## config.mk

```make
export PLATFORM = sky130hd
export DESIGN_NAME = nbu_uart
export DESIGN_NICKNAME = d
export VERILOG_FILES = /design/src/nbu_pkg.sv /design/src/nbu_stream_if.sv /design/src/nbu_two_entry_buf.sv /design/src/nbu_uart.sv
export SDC_FILE = /design/constraint.sdc
export NUM_CORES = 1
export LEC_CHECK = 0
export ABC_AREA = 0
export CAP_MARGIN = 20
export CORE_UTILIZATION = 50
export DETAILED_ROUTE_END_ITERATION = 12
export DONT_BUFFER_PORTS = 1
export PLACE_DENSITY = 0.68
export RECOVER_POWER = 50
export SLEW_MARGIN = 5
export SYNTH_ARGS = -nofsm -noshare
export SYNTH_HDL_FRONTEND = slang
export SYNTH_SLANG_ARGS = --single-unit
```

## constraint.sdc

```tcl
create_clock -name clock -period 3.1 [get_ports clock]
set_clock_uncertainty 0.05 [all_clocks]
set_input_delay 0.31 -clock clock [delete_from_list [all_inputs] [get_ports clock]]
set_output_delay 0.31 -clock clock [all_outputs]
set_load 0.05 [all_outputs]
```

## src/nbu_pkg.sv

```systemverilog
// Purpose: Shared constants and types for the nine-bit serial port engine
// Assumes: One 20 MHz clock, active-low asynchronous reset
// Notes: Mode encoding is {mode_sel_high, mode_sel_low}
// How it works
// RULE1: Mode high=1, low=0 selects nine-bit UART at fixed clock-derived rate.
// RULE2: Nine-bit frame is start low, eight data, ninth bit, stop high.
// RULE3: Transmit ninth bit from txNinthBit; received ninth bit stored in rxNinthBit.
// RULE4: Fixed mode bit rate is clock/64, or clock/32 with rateDouble set.
// RULE5: Buffer write loads ninth bit, requests send; start waits for next rollover.
// RULE6: Start bit first, data path one bit later, first shift after another.
// RULE7: Stop bit shifted in behind ninth bit; done flag at eleventh rollover.
// RULE8: Receive line sampled sixteen per bit; falling edge resets counter, loads 1FF.
// RULE9: Samples at counter states 7, 8, 9; two of three decide the bit.
// RULE10: Start bit accepted as 1 aborts reception and resumes edge search.
// RULE11: Final shift loads buffer, ninth bit, flag if flag clear and qualified.
// RULE12: Unqualified frame is dropped silently; receiver always returns to edge search.
// RULE13: Stop bit value never touches buffer, ninth bit or flag in nine-bit modes.
// RULE14: Variable nine-bit mode equals fixed mode except rate comes from timers.
// RULE15: Buffer write starts sending; reception needs receive enable and start edge.
// RULE16: Missing stop sets frame error; control bit 7 shared with mode low. Here frame error is set only while frameErrSelect is 1.
// RULE17: Frame error flag is cleared only by software, never by hardware.
// RULE18: Eight-bit mode with multiprocessor bit needs valid stop to set flag.
// RULE19: Nine-bit multiprocessor reception needs ninth bit 1 and address match.
// RULE20: Eight-bit multiprocessor reception needs valid stop and address match.
// RULE21: Given address is slave address under mask; mask zeros are don't care.
// RULE22: Broadcast address is address OR mask; its zero bits are don't care.
// RULE23: Reset clears slave address and mask, so every address matches.
// RULE24: Address compare uses the eight data bits only.
// RULE25: Done and receive flags stay until software clears; interrupt while either set.
package nbu_pkg;
  // Divide-by-16 counter and majority sample points
  localparam logic [3:0] DIV16_LAST = 4'hF;
  localparam logic [3:0] SAMPLE_FIRST = 4'h7;
  localparam logic [3:0] SAMPLE_SECOND = 4'h8;
  localparam logic [3:0] SAMPLE_THIRD = 4'h9;
  // Frame lengths in bit times
  localparam logic [3:0] FRAME_BITS_NINE = 4'hB;
  localparam logic [3:0] FRAME_BITS_EIGHT = 4'hA;
  // Oversample tick dividers, stored as terminal count (divide minus one)
  localparam logic [1:0] FIXED_DIV_NORM = 2'h3;
  localparam logic [1:0] FIXED_DIV_DOUBLE = 2'h1;
  localparam logic [1:0] T1_DIV_NORM = 2'h1;
  localparam logic [1:0] T1_DIV_DOUBLE = 2'h0;
  localparam logic [1:0] T2_DIV = 2'h0;
  // Receive shift register load value
  localparam logic [8:0] RX_LOAD = 9'h1FF;
  // Mode encodings
  localparam logic [1:0] MODE_SHIFT = 2'h0;
  localparam logic [1:0] MODE_VAR8 = 2'h1;
  localparam logic [1:0] MODE_FIX9 = 2'h2;
  localparam logic [1:0] MODE_VAR9 = 2'h3;
  // Reset values
  localparam logic [7:0] ADDR_RESET = 8'h00;
  localparam logic [7:0] MASK_RESET = 8'h00;
  localparam logic [7:0] DATA_RESET = 8'h00;
  // Transmit word carried through the buffer: {ninth, data}
  localparam int WORD_W = 9;
  typedef enum logic [1:0] {TX_IDLE = 2'b00, TX_WAIT = 2'b01, TX_SEND = 2'b11} nbu_tx_state_t;
  typedef enum logic [1:0] {RX_HUNT = 2'b00, RX_RECV = 2'b01} nbu_rx_state_t;
endpackage : nbu_pkg

```

## src/nbu_stream_if.sv

```systemverilog
// Purpose: Valid/ready word stream between the buffer and its neighbours
// Assumes: Source holds data while valid and not ready
// Notes: One word passes when valid and ready are both high on a clock edge
`timescale 1ns/1ps
interface nbu_stream_if;
  logic valid;
  logic ready;
  logic [nbu_pkg::WORD_W-1:0] data;
  modport src (output valid, output data, input ready);
  modport snk (input valid, input data, output ready);
endinterface : nbu_stream_if

```

## src/nbu_two_entry_buf.sv

```systemverilog
// Purpose: Two-entry buffer in the transmit word path
// Assumes: Single clock, asynchronous active-low reset
// Notes: Input ready is registered so it can feed a top-level output
`timescale 1ns/1ps
module nbu_two_entry_buf (
  // Clock and reset
  input wire logic clock,
  input wire logic nrst,
  // Streams
  nbu_stream_if.snk inP,
  nbu_stream_if.src outP
);
  logic [nbu_pkg::WORD_W-1:0] mem_r [0:1];
  logic [nbu_pkg::WORD_W-1:0] mem_nxt [0:1];
  logic wrPtr_r, wrPtr_nxt, rdPtr_r, rdPtr_nxt;
  logic [1:0] count_r, count_nxt;
  logic inReady_r, inReady_nxt;
  logic push, pop;

  assign inP.ready = inReady_r;
  assign outP.valid = (count_r != 2'h0);
  assign outP.data = mem_r[rdPtr_r];

  always_comb begin
    push = inP.valid && inReady_r;
    pop = outP.valid && outP.ready;
    mem_nxt[0] = mem_r[0];
    mem_nxt[1] = mem_r[1];
    wrPtr_nxt = wrPtr_r;
    rdPtr_nxt = rdPtr_r;
    count_nxt = count_r;
    if (push) begin
      mem_nxt[wrPtr_r] = inP.data;
      wrPtr_nxt = ~wrPtr_r;
    end
    if (pop) begin
      rdPtr_nxt = ~rdPtr_r;
    end
    case ({push, pop})
      2'b10: count_nxt = count_r + 2'h1;
      2'b01: count_nxt = count_r - 2'h1;
      default: count_nxt = count_r;
    endcase
    inReady_nxt = (count_nxt != 2'h2);
  end

  always_ff @(posedge clock or negedge nrst) begin
    if (!nrst) begin
      mem_r[0] <= '0;
      mem_r[1] <= '0;
      wrPtr_r <= 1'b0;
      rdPtr_r <= 1'b0;
      count_r <= 2'h0;
      inReady_r <= 1'b0;
    end else begin
      mem_r[0] <= mem_nxt[0];
      mem_r[1] <= mem_nxt[1];
      wrPtr_r <= wrPtr_nxt;
      rdPtr_r <= rdPtr_nxt;
      count_r <= count_nxt;
      inReady_r <= inReady_nxt;
    end
  end
endmodule : nbu_two_entry_buf

```

## src/nbu_uart.sv

```systemverilog
// Purpose: Nine-bit serial port engine with address recognition
// Assumes: Timer overflow pulses come from logic on the same clock
// Notes: Shift mode transfers are not implemented; mode 0 leaves the port idle
`timescale 1ns/1ps
module nbu_uart (
  // Clock and reset
  input wire logic clock,
  input wire logic nrst,
  // Transmit word write
  input wire logic txWrValid,
  input wire logic [7:0] txWrData,
  output logic txWrReady,
  // Control bits
  input wire logic modeSelHigh,
  input wire logic multiprocEnable,
  input wire logic rxEnable,
  input wire logic txNinthBit,
  input wire logic rateDouble,
  input wire logic frameErrSelect,
  input wire logic useTimer2,
  // Shared control bit 7 access
  input wire logic ctrlBit7Wr,
  input wire logic ctrlBit7WrData,
  output logic ctrlBit7Rd,
  // Flag clears
  input wire logic txDoneClr,
  input wire logic rxFullClr,
  // Address registers
  input wire logic slaveAddrWr,
  input wire logic slaveAddrMaskWr,
  input wire logic [7:0] addrWrData,
  // Baud timer overflows
  input wire logic t1Overflow,
  input wire logic t2Overflow,
  // Receive results and flags
  output logic [7:0] rxBufData,
  output logic rxNinthBit,
  output logic rxFullFlag,
  output logic txDoneFlag,
  output logic frameErrFlag,
  output logic serialIrq,
  // Serial lines
  input wire logic rxd,
  output logic txd
);
  function automatic logic maskedEq(input logic [7:0] val, input logic [7:0] pat,
                                    input logic [7:0] mask);
    maskedEq = ((val & mask) == (pat & mask));
  endfunction : maskedEq

  // Transmit buffer
  nbu_stream_if wrS ();
  nbu_stream_if rdS ();
  assign wrS.valid = txWrValid;
  assign wrS.data = {txNinthBit, txWrData}; // RULE3
  assign txWrReady = wrS.ready;

  nbu_two_entry_buf txBuf (
    .clock(clock),
    .nrst(nrst),
    .inP(wrS),
    .outP(rdS)
  );

  // Control registers
  logic modeSelLow_r, modeSelLow_nxt;
  logic frameErr_r, frameErr_nxt;
  logic [7:0] slaveAddr_r, slaveAddr_nxt;
  logic [7:0] slaveAddrMask_r, slaveAddrMask_nxt;
  logic [1:0] mode;
  logic nineBit;
  logic portOn;

  assign mode = {modeSelHigh, modeSelLow_r};
  assign nineBit = modeSelHigh; // RULE1
  assign portOn = (mode != nbu_pkg::MODE_SHIFT);

  // Oversample tick generation
  logic [1:0] pre_r, pre_nxt;
  logic tickEvent;
  logic [1:0] tickLast;
  logic tick16;

  always_comb begin
    if (mode == nbu_pkg::MODE_FIX9) begin
      tickEvent = 1'b1;
      tickLast = rateDouble ? nbu_pkg::FIXED_DIV_DOUBLE : nbu_pkg::FIXED_DIV_NORM; // RULE4
    end else if (useTimer2) begin
      tickEvent = t2Overflow; // RULE14
      tickLast = nbu_pkg::T2_DIV;
    end else begin
      tickEvent = t1Overflow; // RULE14
      tickLast = rateDouble ? nbu_pkg::T1_DIV_DOUBLE : nbu_pkg::T1_DIV_NORM;
    end
    tick16 = portOn && tickEvent && (pre_r == tickLast);
    pre_nxt = pre_r;
    if (!portOn) begin
      pre_nxt = 2'h0;
    end else if (tickEvent) begin
      pre_nxt = (pre_r == tickLast) ? 2'h0 : pre_r + 2'h1;
    end
  end

  // Transmitter
  nbu_pkg::nbu_tx_state_t txState_r, txState_nxt;
  logic [3:0] txCnt_r, txCnt_nxt;
  logic [3:0] txRoll_r, txRoll_nxt;
  logic [3:0] txLen_r, txLen_nxt;
  logic [10:0] txShift_r, txShift_nxt;
  logic txd_r, txd_nxt;
  logic txDone_r, txDone_nxt;
  logic txRollover;

  assign rdS.ready = (txState_r == nbu_pkg::TX_IDLE) && portOn;

  always_comb begin
    txRollover = tick16 && (txCnt_r == nbu_pkg::DIV16_LAST);
    txCnt_nxt = tick16 ? txCnt_r + 4'h1 : txCnt_r;
    txState_nxt = txState_r;
    txRoll_nxt = txRoll_r;
    txLen_nxt = txLen_r;
    txShift_nxt = txShift_r;
    txd_nxt = txd_r;
    txDone_nxt = txDone_r;
    if (txDoneClr) begin
      txDone_nxt = 1'b0;
    end
    case (txState_r)
      nbu_pkg::TX_IDLE: begin
        txd_nxt = 1'b1;
        if (rdS.valid && rdS.ready) begin
          // Stop, ninth, data, start; eight-bit frames send stop in the ninth place
          txShift_nxt = {1'b1, (nineBit ? rdS.data[8] : 1'b1), rdS.data[7:0], 1'b0}; // RULE3 RULE5
          txLen_nxt = nineBit ? nbu_pkg::FRAME_BITS_NINE : nbu_pkg::FRAME_BITS_EIGHT; // RULE2
          txRoll_nxt = 4'h0;
          txState_nxt = nbu_pkg::TX_WAIT; // RULE15
        end
      end
      nbu_pkg::TX_WAIT: begin
        if (txRollover) begin
          txd_nxt = txShift_r[0]; // RULE5 RULE6
          txShift_nxt = {1'b0, txShift_r[10:1]};
          txRoll_nxt = 4'h1;
          txState_nxt = nbu_pkg::TX_SEND;
        end
      end
      nbu_pkg::TX_SEND: begin
        if (txRollover) begin
          txd_nxt = txShift_r[0]; // RULE6 RULE7
          txShift_nxt = {1'b0, txShift_r[10:1]};
          txRoll_nxt = txRoll_r + 4'h1;
          if (txRoll_r + 4'h1 == txLen_r) begin
            txDone_nxt = 1'b1; // RULE7 RULE25
            txState_nxt = nbu_pkg::TX_IDLE;
          end
        end
      end
      default: txState_nxt = nbu_pkg::TX_IDLE;
    endcase
    if (!portOn) begin
      txState_nxt = nbu_pkg::TX_IDLE;
      txd_nxt = 1'b1;
    end
  end

  always_ff @(posedge clock or negedge nrst) begin
    if (!nrst) begin
      pre_r <= 2'h0;
      txState_r <= nbu_pkg::TX_IDLE;
      txCnt_r <= 4'h0;
      txRoll_r <= 4'h0;
      txLen_r <= nbu_pkg::FRAME_BITS_NINE;
      txShift_r <= '1;
      txd_r <= 1'b1;
      txDone_r <= 1'b0;
    end else begin
      pre_r <= pre_nxt;
      txState_r <= txState_nxt;
      txCnt_r <= txCnt_nxt;
      txRoll_r <= txRoll_nxt;
      txLen_r <= txLen_nxt;
      txShift_r <= txShift_nxt;
      txd_r <= txd_nxt;
      txDone_r <= txDone_nxt;
    end
  end

  // Receive line synchroniser
  logic rxS1_r, rxS2_r, rxS3_r, rxLevel_r, rxLevel_nxt;
  logic rxFall;

  always_comb begin
    rxLevel_nxt = (rxS2_r == rxS3_r) ? rxS3_r : rxLevel_r;
    rxFall = rxLevel_r && !rxLevel_nxt;
  end

  always_ff @(posedge clock or negedge nrst) begin
    if (!nrst) begin
      rxS1_r <= 1'b1;
      rxS2_r <= 1'b1;
      rxS3_r <= 1'b1;
      rxLevel_r <= 1'b1;
    end else begin
      rxS1_r <= rxd;
      rxS2_r <= rxS1_r;
      rxS3_r <= rxS2_r;
      rxLevel_r <= rxLevel_nxt;
    end
  end

  // Receiver
  nbu_pkg::nbu_rx_state_t rxState_r, rxState_nxt;
  logic [3:0] rxCnt_r, rxCnt_nxt;
  logic [10:0] rxShift_r, rxShift_nxt;
  logic sampA_r, sampA_nxt, sampB_r, sampB_nxt;
  logic [7:0] rxBuf_r, rxBuf_nxt;
  logic rxNinth_r, rxNinth_nxt;
  logic rxFull_r, rxFull_nxt;
  logic majority;
  logic [10:0] shifted;
  logic frameDone;
  logic [7:0] gotData;
  logic gotNinth, gotStop;
  logic addrMatch;
  logic qualified;
  logic stopMissing;

  always_comb begin
    majority = (sampA_r & sampB_r) | (sampA_r & rxLevel_r) | (sampB_r & rxLevel_r); // RULE9
    shifted = {majority, rxShift_r[10:1]};
    frameDone = nineBit ? !shifted[0] : !shifted[1]; // RULE11
    gotData = nineBit ? shifted[8:1] : shifted[9:2];
    gotNinth = shifted[9];
    gotStop = shifted[10];
    addrMatch = maskedEq(gotData, slaveAddr_r, slaveAddrMask_r) // RULE21 RULE24
      || maskedEq(gotData, slaveAddr_r | slaveAddrMask_r, slaveAddr_r | slaveAddrMask_r); // RULE22
    if (nineBit) begin
      qualified = !multiprocEnable || (gotNinth && addrMatch); // RULE11 RULE13 RULE19
    end else begin
      qualified = !multiprocEnable || (gotStop && addrMatch); // RULE18 RULE20
    end
    stopMissing = !gotStop;
    rxState_nxt = rxState_r;
    rxCnt_nxt = tick16 ? rxCnt_r + 4'h1 : rxCnt_r;
    rxShift_nxt = rxShift_r;
    sampA_nxt = sampA_r;
    sampB_nxt = sampB_r;
    rxBuf_nxt = rxBuf_r;
    rxNinth_nxt = rxNinth_r;
    rxFull_nxt = rxFull_r;
    frameErr_nxt = frameErr_r;
    modeSelLow_nxt = modeSelLow_r;
    if (rxFullClr) begin
      rxFull_nxt = 1'b0;
    end
    if (ctrlBit7Wr) begin
      if (frameErrSelect) begin
        frameErr_nxt = ctrlBit7WrData; // RULE16 RULE17
      end else begin
        modeSelLow_nxt = ctrlBit7WrData; // RULE16
      end
    end
    case (rxState_r)
      nbu_pkg::RX_HUNT: begin
        if (rxFall && rxEnable && portOn) begin // RULE15
          rxCnt_nxt = 4'h0; // RULE8
          rxShift_nxt = {2'b11, nbu_pkg::RX_LOAD}; // RULE8
          rxState_nxt = nbu_pkg::RX_RECV;
        end
      end
      nbu_pkg::RX_RECV: begin
        if (tick16 && rxCnt_r == nbu_pkg::SAMPLE_FIRST) begin
          sampA_nxt = rxLevel_r; // RULE9
        end
        if (tick16 && rxCnt_r == nbu_pkg::SAMPLE_SECOND) begin
          sampB_nxt = rxLevel_r; // RULE9
        end
        if (tick16 && rxCnt_r == nbu_pkg::SAMPLE_THIRD) begin
          if (rxShift_r == {2'b11, nbu_pkg::RX_LOAD} && majority) begin
            rxState_nxt = nbu_pkg::RX_HUNT; // RULE10
          end else begin
            rxShift_nxt = shifted;
            if (frameDone) begin
              if (!rxFull_r && qualified) begin // RULE11
                rxBuf_nxt = gotData;
                rxNinth_nxt = nineBit ? gotNinth : gotStop; // RULE3
                rxFull_nxt = 1'b1; // RULE25
              end
              if (stopMissing && frameErrSelect) begin
                frameErr_nxt = 1'b1; // RULE16
              end
              rxState_nxt = nbu_pkg::RX_HUNT; // RULE12
            end
          end
        end
        if (!rxEnable || !portOn) begin
          rxState_nxt = nbu_pkg::RX_HUNT;
        end
      end
      default: rxState_nxt = nbu_pkg::RX_HUNT;
    endcase
  end

  // Address registers
  always_comb begin
    slaveAddr_nxt = slaveAddrWr ? addrWrData : slaveAddr_r;
    slaveAddrMask_nxt = slaveAddrMaskWr ? addrWrData : slaveAddrMask_r;
  end

  always_ff @(posedge clock or negedge nrst) begin
    if (!nrst) begin
      rxState_r <= nbu_pkg::RX_HUNT;
      rxCnt_r <= 4'h0;
      rxShift_r <= '1;
      sampA_r <= 1'b1;
      sampB_r <= 1'b1;
      rxBuf_r <= nbu_pkg::DATA_RESET;
      rxNinth_r <= 1'b0;
      rxFull_r <= 1'b0;
      frameErr_r <= 1'b0;
      modeSelLow_r <= 1'b0;
      slaveAddr_r <= nbu_pkg::ADDR_RESET; // RULE23
      slaveAddrMask_r <= nbu_pkg::MASK_RESET; // RULE23
    end else begin
      rxState_r <= rxState_nxt;
      rxCnt_r <= rxCnt_nxt;
      rxShift_r <= rxShift_nxt;
      sampA_r <= sampA_nxt;
      sampB_r <= sampB_nxt;
      rxBuf_r <= rxBuf_nxt;
      rxNinth_r <= rxNinth_nxt;
      rxFull_r <= rxFull_nxt;
      frameErr_r <= frameErr_nxt;
      modeSelLow_r <= modeSelLow_nxt;
      slaveAddr_r <= slaveAddr_nxt;
      slaveAddrMask_r <= slaveAddrMask_nxt;
    end
  end

  // Registered outputs
  logic ctrlBit7_r, irq_r;

  always_ff @(posedge clock or negedge nrst) begin
    if (!nrst) begin
      ctrlBit7_r <= 1'b0;
      irq_r <= 1'b0;
    end else begin
      ctrlBit7_r <= frameErrSelect ? frameErr_nxt : modeSelLow_nxt; // RULE16
      irq_r <= txDone_nxt || rxFull_nxt; // RULE25
    end
  end

  assign ctrlBit7Rd = ctrlBit7_r;
  assign serialIrq = irq_r;
  assign txd = txd_r;
  assign txDoneFlag = txDone_r;
  assign rxFullFlag = rxFull_r;
  assign rxBufData = rxBuf_r;
  assign rxNinthBit = rxNinth_r;
  assign frameErrFlag = frameErr_r;
endmodule : nbu_uart

```

==> flow_summary.toml, run 1 <==
[timing]
period_needed_ns = 2.77
timing.final.setup_violations = 0
timing.fmax_mhz = 361
setup_repair_after_global_routing_missed_its_margin = "false"
max_slew_margin_pct = -43.6
report.final.hold_viol_count = 0
fin_tns_setup_ns = 0
slew_viol_final = 102
max_slew.worst_pin.slew_ns = 2.15
min_period_over_period_pct = 89.3

[route]
drt_pass1_iterations = 5
avgViaCountPerCell = 5.66
detail_route.iter0.violations = 115
wl_per_cell_um = 16.7
vias = 3081
wl_um = 9110
antenna_violating_nets_post_route = 0
drt_drc_violations_left = 0

[die]
core_area_um2 = 9200
fp-row-count = 35
floorplan.io_pins = 51
dieArea_um2 = 9860
fp.dieH_um = 99.3
initial_core_utilization_pct = 51.5
die-width_um = 99.3

[place]
detailed_place_hpwl_um = 6250
portBuffers = 0
routabilityCongestion = 0.815
dpl_cell_area_um2 = 4840

[cells_and_area]
seqCellArea_um2 = 2560
layout.cell_area.non_filler_um2 = 5070
mostFrequentLayoutCells = "dfrtp_1 (71), nand2_1 (44), mux2_2 (42)"
fillCellCount = 810
num_antenna_cells = 0
final_common_cell = "dfrtp_1"
area.growth.synth_to_final_pct = 7.19
multi_input_area_um2 = 2050
drive_above_1_share_pct = 23.8
final_net_count = 469

[logic_synthesis]
ys_warn_count = 0
avgSynthCellArea_um2 = 11.1
synth_area_leaders = "dfrtp_1 (38%), dfstp_2 (17%), mux2_2 (10%)"
ys.flop_type = "dfrtp_1"
synth-xor-area-share_pct = 3.88
synthArstFlopShare_pct = 100
synth_nets = 466
ys_seq_area_share_pct = 54.2
syn_area_um2 = 4730
synth_top_family_by_area = "multiplexers"
post_synthesis_register_bit_count = 101
ys_types = 50
yosys.area_share.simple_pct = 13.3
synth.area.mux_share_pct = 15.9
yosysTopAreaCell = "dfrtp_1"
syn-instance-count = 425
synth_top_area_share_pct = 37.5
synth-compound-area-share_pct = 8.14
synth-edff-count = 0
yosys.area_share.adder_pct = 2.01

[critical_path]
cp_data_arrival_time_ns = 2.97
critPathLaunch = "pre_r[0]"
critical_path.startpoint_type = "register"
reg2reg_from = "pre_r[0]"
critical_path.endpoint_type = "register"
timing.critical_path.required_ns = 3.30
cp_max_fo = 11
criticalPathCategory = "reg -> reg"

[power]
share_seq_of_total_power_pct = 52.8
comb_power_share_pct = 25.0
share_clk_of_total_power_pct = 22.2
power_mw = 3.93
power_density_nw_per_um2 = 774
internal_pwr_total_mw = 2.64
leakage_power_nw = 2.22
vdd_drop_max_mv = 0.370
swShare_pct = 32.8
power.net_switching_mw = 1.29

[clock_network]
cts.hold.buffers_added = 3
tritoncts_num_sinks = 101
cts-buffers-inserted = 9
cts_tree = "done"
clockRootBuffer = "clkbuf_8"
insertion_delay_ns = 0.37
clock_tree.htree_level_count = 3
clock_pin_slew_on_the_worst_setup_and_hold_paths_ns = 0.11
cts_buffer_depth = 2
cts_setup_buffers = 0
post_cts_resized = 0

[global_routing]
grt_start_max_net_pins = 102
grt_pass1_wl_um = 15200
gr-total-overflow = 0
grt_pass1_vias = 3025
grt_antenna_before_repair = 0
gr-usage-all-layers_pct = 20.1

[min_path]
holdCritStartpoint = "txWrData[4]"
hold_path_class = "in -> reg"

[run_status]
status = "finished, violations left"
violations = "max-capacitance violations, max-slew violations"

[job]
timing.max_cap.violations = 1
## final timing paths
check	endpoint	slack, ns	depth (start not counted)
min	txBuf.mem_r[13]	0.03	1
min in group asynchronous	txBuf.inP.ready	1.08	2
max	rxBufData[5]	0.33	6
max reg2reg	rxBufData[5]	0.33	6
min reg2reg	rxS2_r	0.32	0
max in group asynchronous	txRoll_r[2]	0.65	2
## sequential cells by signal, summed over array words and instances, names as in the netlist, 2 cells and up
name,count
txRoll_r,4
slaveAddr_r,8
txCnt_r,4
rxBufData,8
slaveAddrMask_r,8
txShift_r,11
txBuf.mem_r,18
rxShift_r,11
txBuf.count_r,2
pre_r,2
rxCnt_r,4
txState_r,2
## metrics by stage
step                      cells  utilization (%)  worst slack [ns]  hold slack, ns
final                       544             55.2             0.333          0.0279
after floorplan             425                -             0.657         -0.0356
after global routing        544             55.2             0.222         0.00315
after global placement      525             52.7             0.450         -0.0303
after detailed placement    525             52.7             0.364         -0.0316
after CTS                   544             55.4             0.348          0.0177
## critical path, cell delays in order, from the launching register on
cell      delay (ns)
dfrtp_1         0.46
or3b_1          0.39
a221oi_2        0.33
nor2_1          0.11
or3_1           0.40
a311o_1         0.55
mux2_4          0.37
## cell type report
| type | instances | area share (%) |
|---|---|---|
| clock buffers | 9 | 2.44 |
| flip-flops and latches | 101 | 50.5 |
| inverters | 13 | 0.962 |
| multi-input cells | 294 | 40.3 |
| clock inverters | 7 | 1.60 |
| well taps | 111 | 2.74 |
| repair buffers | 9 | 1.38 |
## layer usage
metal / wire length, um / up-vias / track usage [%] / share of wire [%]
li1: - / 1489 / - / -
met1: 4090 / 1530 / 26.1 / 45
met2: 4410 / 45 / 31.7 / 48
met3: 394 / 17 / 6.68 / 4.3
met4: 212 / 0 / 6.79 / 2.3
met5: 0 / - / 0 / 0
## synthesized netlist by cell type (4+ instances only)
master and count:
nand3_1 9, dfstp_2 30, xor2_1 9, nor2_1 37, mux2i_1 25, a21oi_1 13, inv_1 13, o21ai_0 36
nor3_1 4, nand4_1 9, nand2b_1 4, mux2_2 42, a22oi_1 4, nand2_1 44, ha_1 6, xnor2_1 12
clkbuf_1 13, dfrtp_1 71
## cells by family after synthesis
group	Yosys count
AO/OA/AOI/OAI	66
XOR/XNOR	21
adder cells (fa/ha/maj)	8
buffers and inverters	30
flip-flops	101
multiplexers	69
AND/OR/NAND/NOR	130
## power groups by stage
| stage | sequential, mW | clock (mW) | combinational [mW] |
|---|---|---|---|
| 2_1_floorplan | 1.99 | 0 | 0.827 |
| 3_3_place_gp | 2.08 | 0 | 0.918 |
| 3_5_place_dp | 2.10 | 0 | 0.959 |
| 4_1_cts | 2.08 | 0.894 | 0.997 |
| 5_1_grt | 2.13 | 0.955 | 1.12 |
| 6_report | 2.07 | 0.872 | 0.980 |
Note: power is estimated with default switching activity, not from simulation.
==> run 2: changes to the inputs <==
--- a/config.mk
+++ b/config.mk
@@ -12,6 +12,7 @@
 export DONT_BUFFER_PORTS = 1
 export PLACE_DENSITY = 0.68
 export RECOVER_POWER = 50
+export REMOVE_ABC_BUFFERS = 1
 export SLEW_MARGIN = 5
 export SYNTH_ARGS = -nofsm -noshare
 export SYNTH_HDL_FRONTEND = slang
==> flow_summary.toml, run 2 (same netlist as run 1, synthesis figures left out) <==
[route]
wl_per_cell_um = 16.3
detail_route.iter0.violations = 111
wl_um = 8860
vias = 3092
drt_drc_violations_left = 0
antenna_violating_nets_post_route = 0
avgViaCountPerCell = 5.67
drt_pass1_iterations = 5

[clock_network]
cts_tree = "done"
clock_tree.htree_level_count = 3
insertion_delay_ns = 0.35
cts_buffer_depth = 2
clock_pin_slew_on_the_worst_setup_and_hold_paths_ns = 0.09
post_cts_resized = 0
clockRootBuffer = "clkbuf_8"
cts-buffers-inserted = 9
tritoncts_num_sinks = 101

[die]
die-width_um = 99.3
floorplan.io_pins = 51
fp.dieH_um = 99.3
fp-row-count = 35
initial_core_utilization_pct = 51.5
core_area_um2 = 9200
dieArea_um2 = 9860

[critical_path]
critical_path.startpoint_type = "register"
criticalPathCategory = "reg -> reg"
critical_path.endpoint_type = "register"
timing.critical_path.required_ns = 3.30
cp_data_arrival_time_ns = 2.94
cp_max_fo = 11

[run_status]
violations = "max-capacitance violations, max-slew violations"
status = "finished, violations left"

[place]
portBuffers = 0
dpl_cell_area_um2 = 4840
detailed_place_hpwl_um = 6240
routabilityCongestion = 0.817
pre_cts_slack_ns = 0.384

[cells_and_area]
fillCellCount = 813
area.growth.synth_to_final_pct = 8.17
regMostFlops = "txBuf.mem_r"
drive_above_1_share_pct = 23.6
finalCoreUtilization_pct = 55.7
layout.cell_area.non_filler_um2 = 5120
final_net_count = 469
mostFrequentLayoutCells = "dfrtp_1 (71), nand2_1 (44), mux2_2 (42)"
reg.largest.list = "txBuf.mem_r: 18 flops, rxShift_r: 11 flops, txShift_r: 11 flops"
largest_reg_flops = 18
final_common_cell = "dfrtp_1"

[min_path]
hold_path_class = "in -> reg"

[job]
timing.max_cap.violations = 1

[timing]
setup_repair_after_global_routing_missed_its_margin = "false"
slew_viol_final = 102
min_period_over_period_pct = 88.5
max_slew.worst_pin.slew_ns = 2.16
timing.fmax_mhz = 365
fin_tns_setup_ns = 0
timing.final.setup_violations = 0
worst_setup_slack_after_layout_ns = 0.357
max_slew_margin_pct = -43.7
period_needed_ns = 2.74
report.final.hold_viol_count = 0

[global_routing]
grt_pass1_wl_um = 15300
grt_pass1_vias = 3153
gr-usage-all-layers_pct = 19.8
gr-total-overflow = 0
grt_start_max_net_pins = 102
grt_antenna_before_repair = 1

[power]
power_density_nw_per_um2 = 789
vdd_drop_max_mv = 0.327
leakage_power_nw = 2.24
power_mw = 4.04
## run 2: cell count changes in the layout (fill, tap and decap cells not counted)
cell / delta
inv_6: -1
clkinv_2: -1
inv_8: -2
clkinvlp_4: -2
clkinv_4: +2
diode_2: +1
bufinv_16: +2
clkbuf_8: +1
clkbuf_1: +1
## run 2: final timing paths
kind	startpoint	end	slack, ns	cells past startpoint
min in group asynchronous	nrst	txBuf.mem_r[7]	1.08	2
setup reg to reg	pre_r[0]	rxBufData[2]	0.36	6
hold / removal	frameErrSelect	ctrlBit7Rd	0.05	1
setup / recovery	pre_r[0]	rxBufData[2]	0.36	6
max in group asynchronous	nrst	txCnt_r[2]	0.62	2
hold reg to reg	rxS1_r	rxS2_r	0.32	0
## run 2: layer usage
| metal | wire length (um) | global-route usage (%) | vias up |
|---|---|---|---|
| met5 | 0 | 0 | - |
| met3 | 476 | 6.68 | 6 |
| met4 | 79 | 4.98 | 0 |
| li1 | - | - | 1490 |
| met1 | 3860 | 25.3 | 1539 |
| met2 | 4440 | 32.7 | 57 |
## run 2: report_power, final
group	internal [mW]	switching [mW]	leakage, nW
Combinational	0.511	0.460	0.958
Sequential	1.74	0.324	1.16
Clock	0.562	0.443	0.124
## run 2: what timing repair did
item                                   in CTS  in global routing
setup buffers                               0                  0
endpoints found under the hold margin     102                  0
hold buffers                                3                  0
## run 2: layout make-up
type	instances	area (um^2)	share of cell area, %
timing repair buffer	9	70.1	1.37
multi-input combinational	294	2050	40.0
clock buffer	11	141	2.76
clock inverter	5	108	2.10
tap	111	139	2.71
antenna	1	2.50	0.0489
inverter	13	48.8	0.953
sequential	101	2560	50.1
## run 2: worst max-delay path: stages (launching register included)
cell	delay (ns)
dfrtp_1	0.43
or3b_1	0.38
a221oi_2	0.33
nor2_1	0.11
or3_1	0.40
a311o_1	0.56
mux2_4	0.38
## run 2: per-stage QoR
| stage | std cells | hold slack (ns) |
|---|---|---|
| final | 545 | 0.0469 |
| after global routing | 545 | 0.0131 |
| after CTS | 544 | 0.0238 |
| after detailed placement | 525 | -0.0333 |
| after global placement | 525 | -0.0331 |
| after floorplan | 408 | -0.0356 |
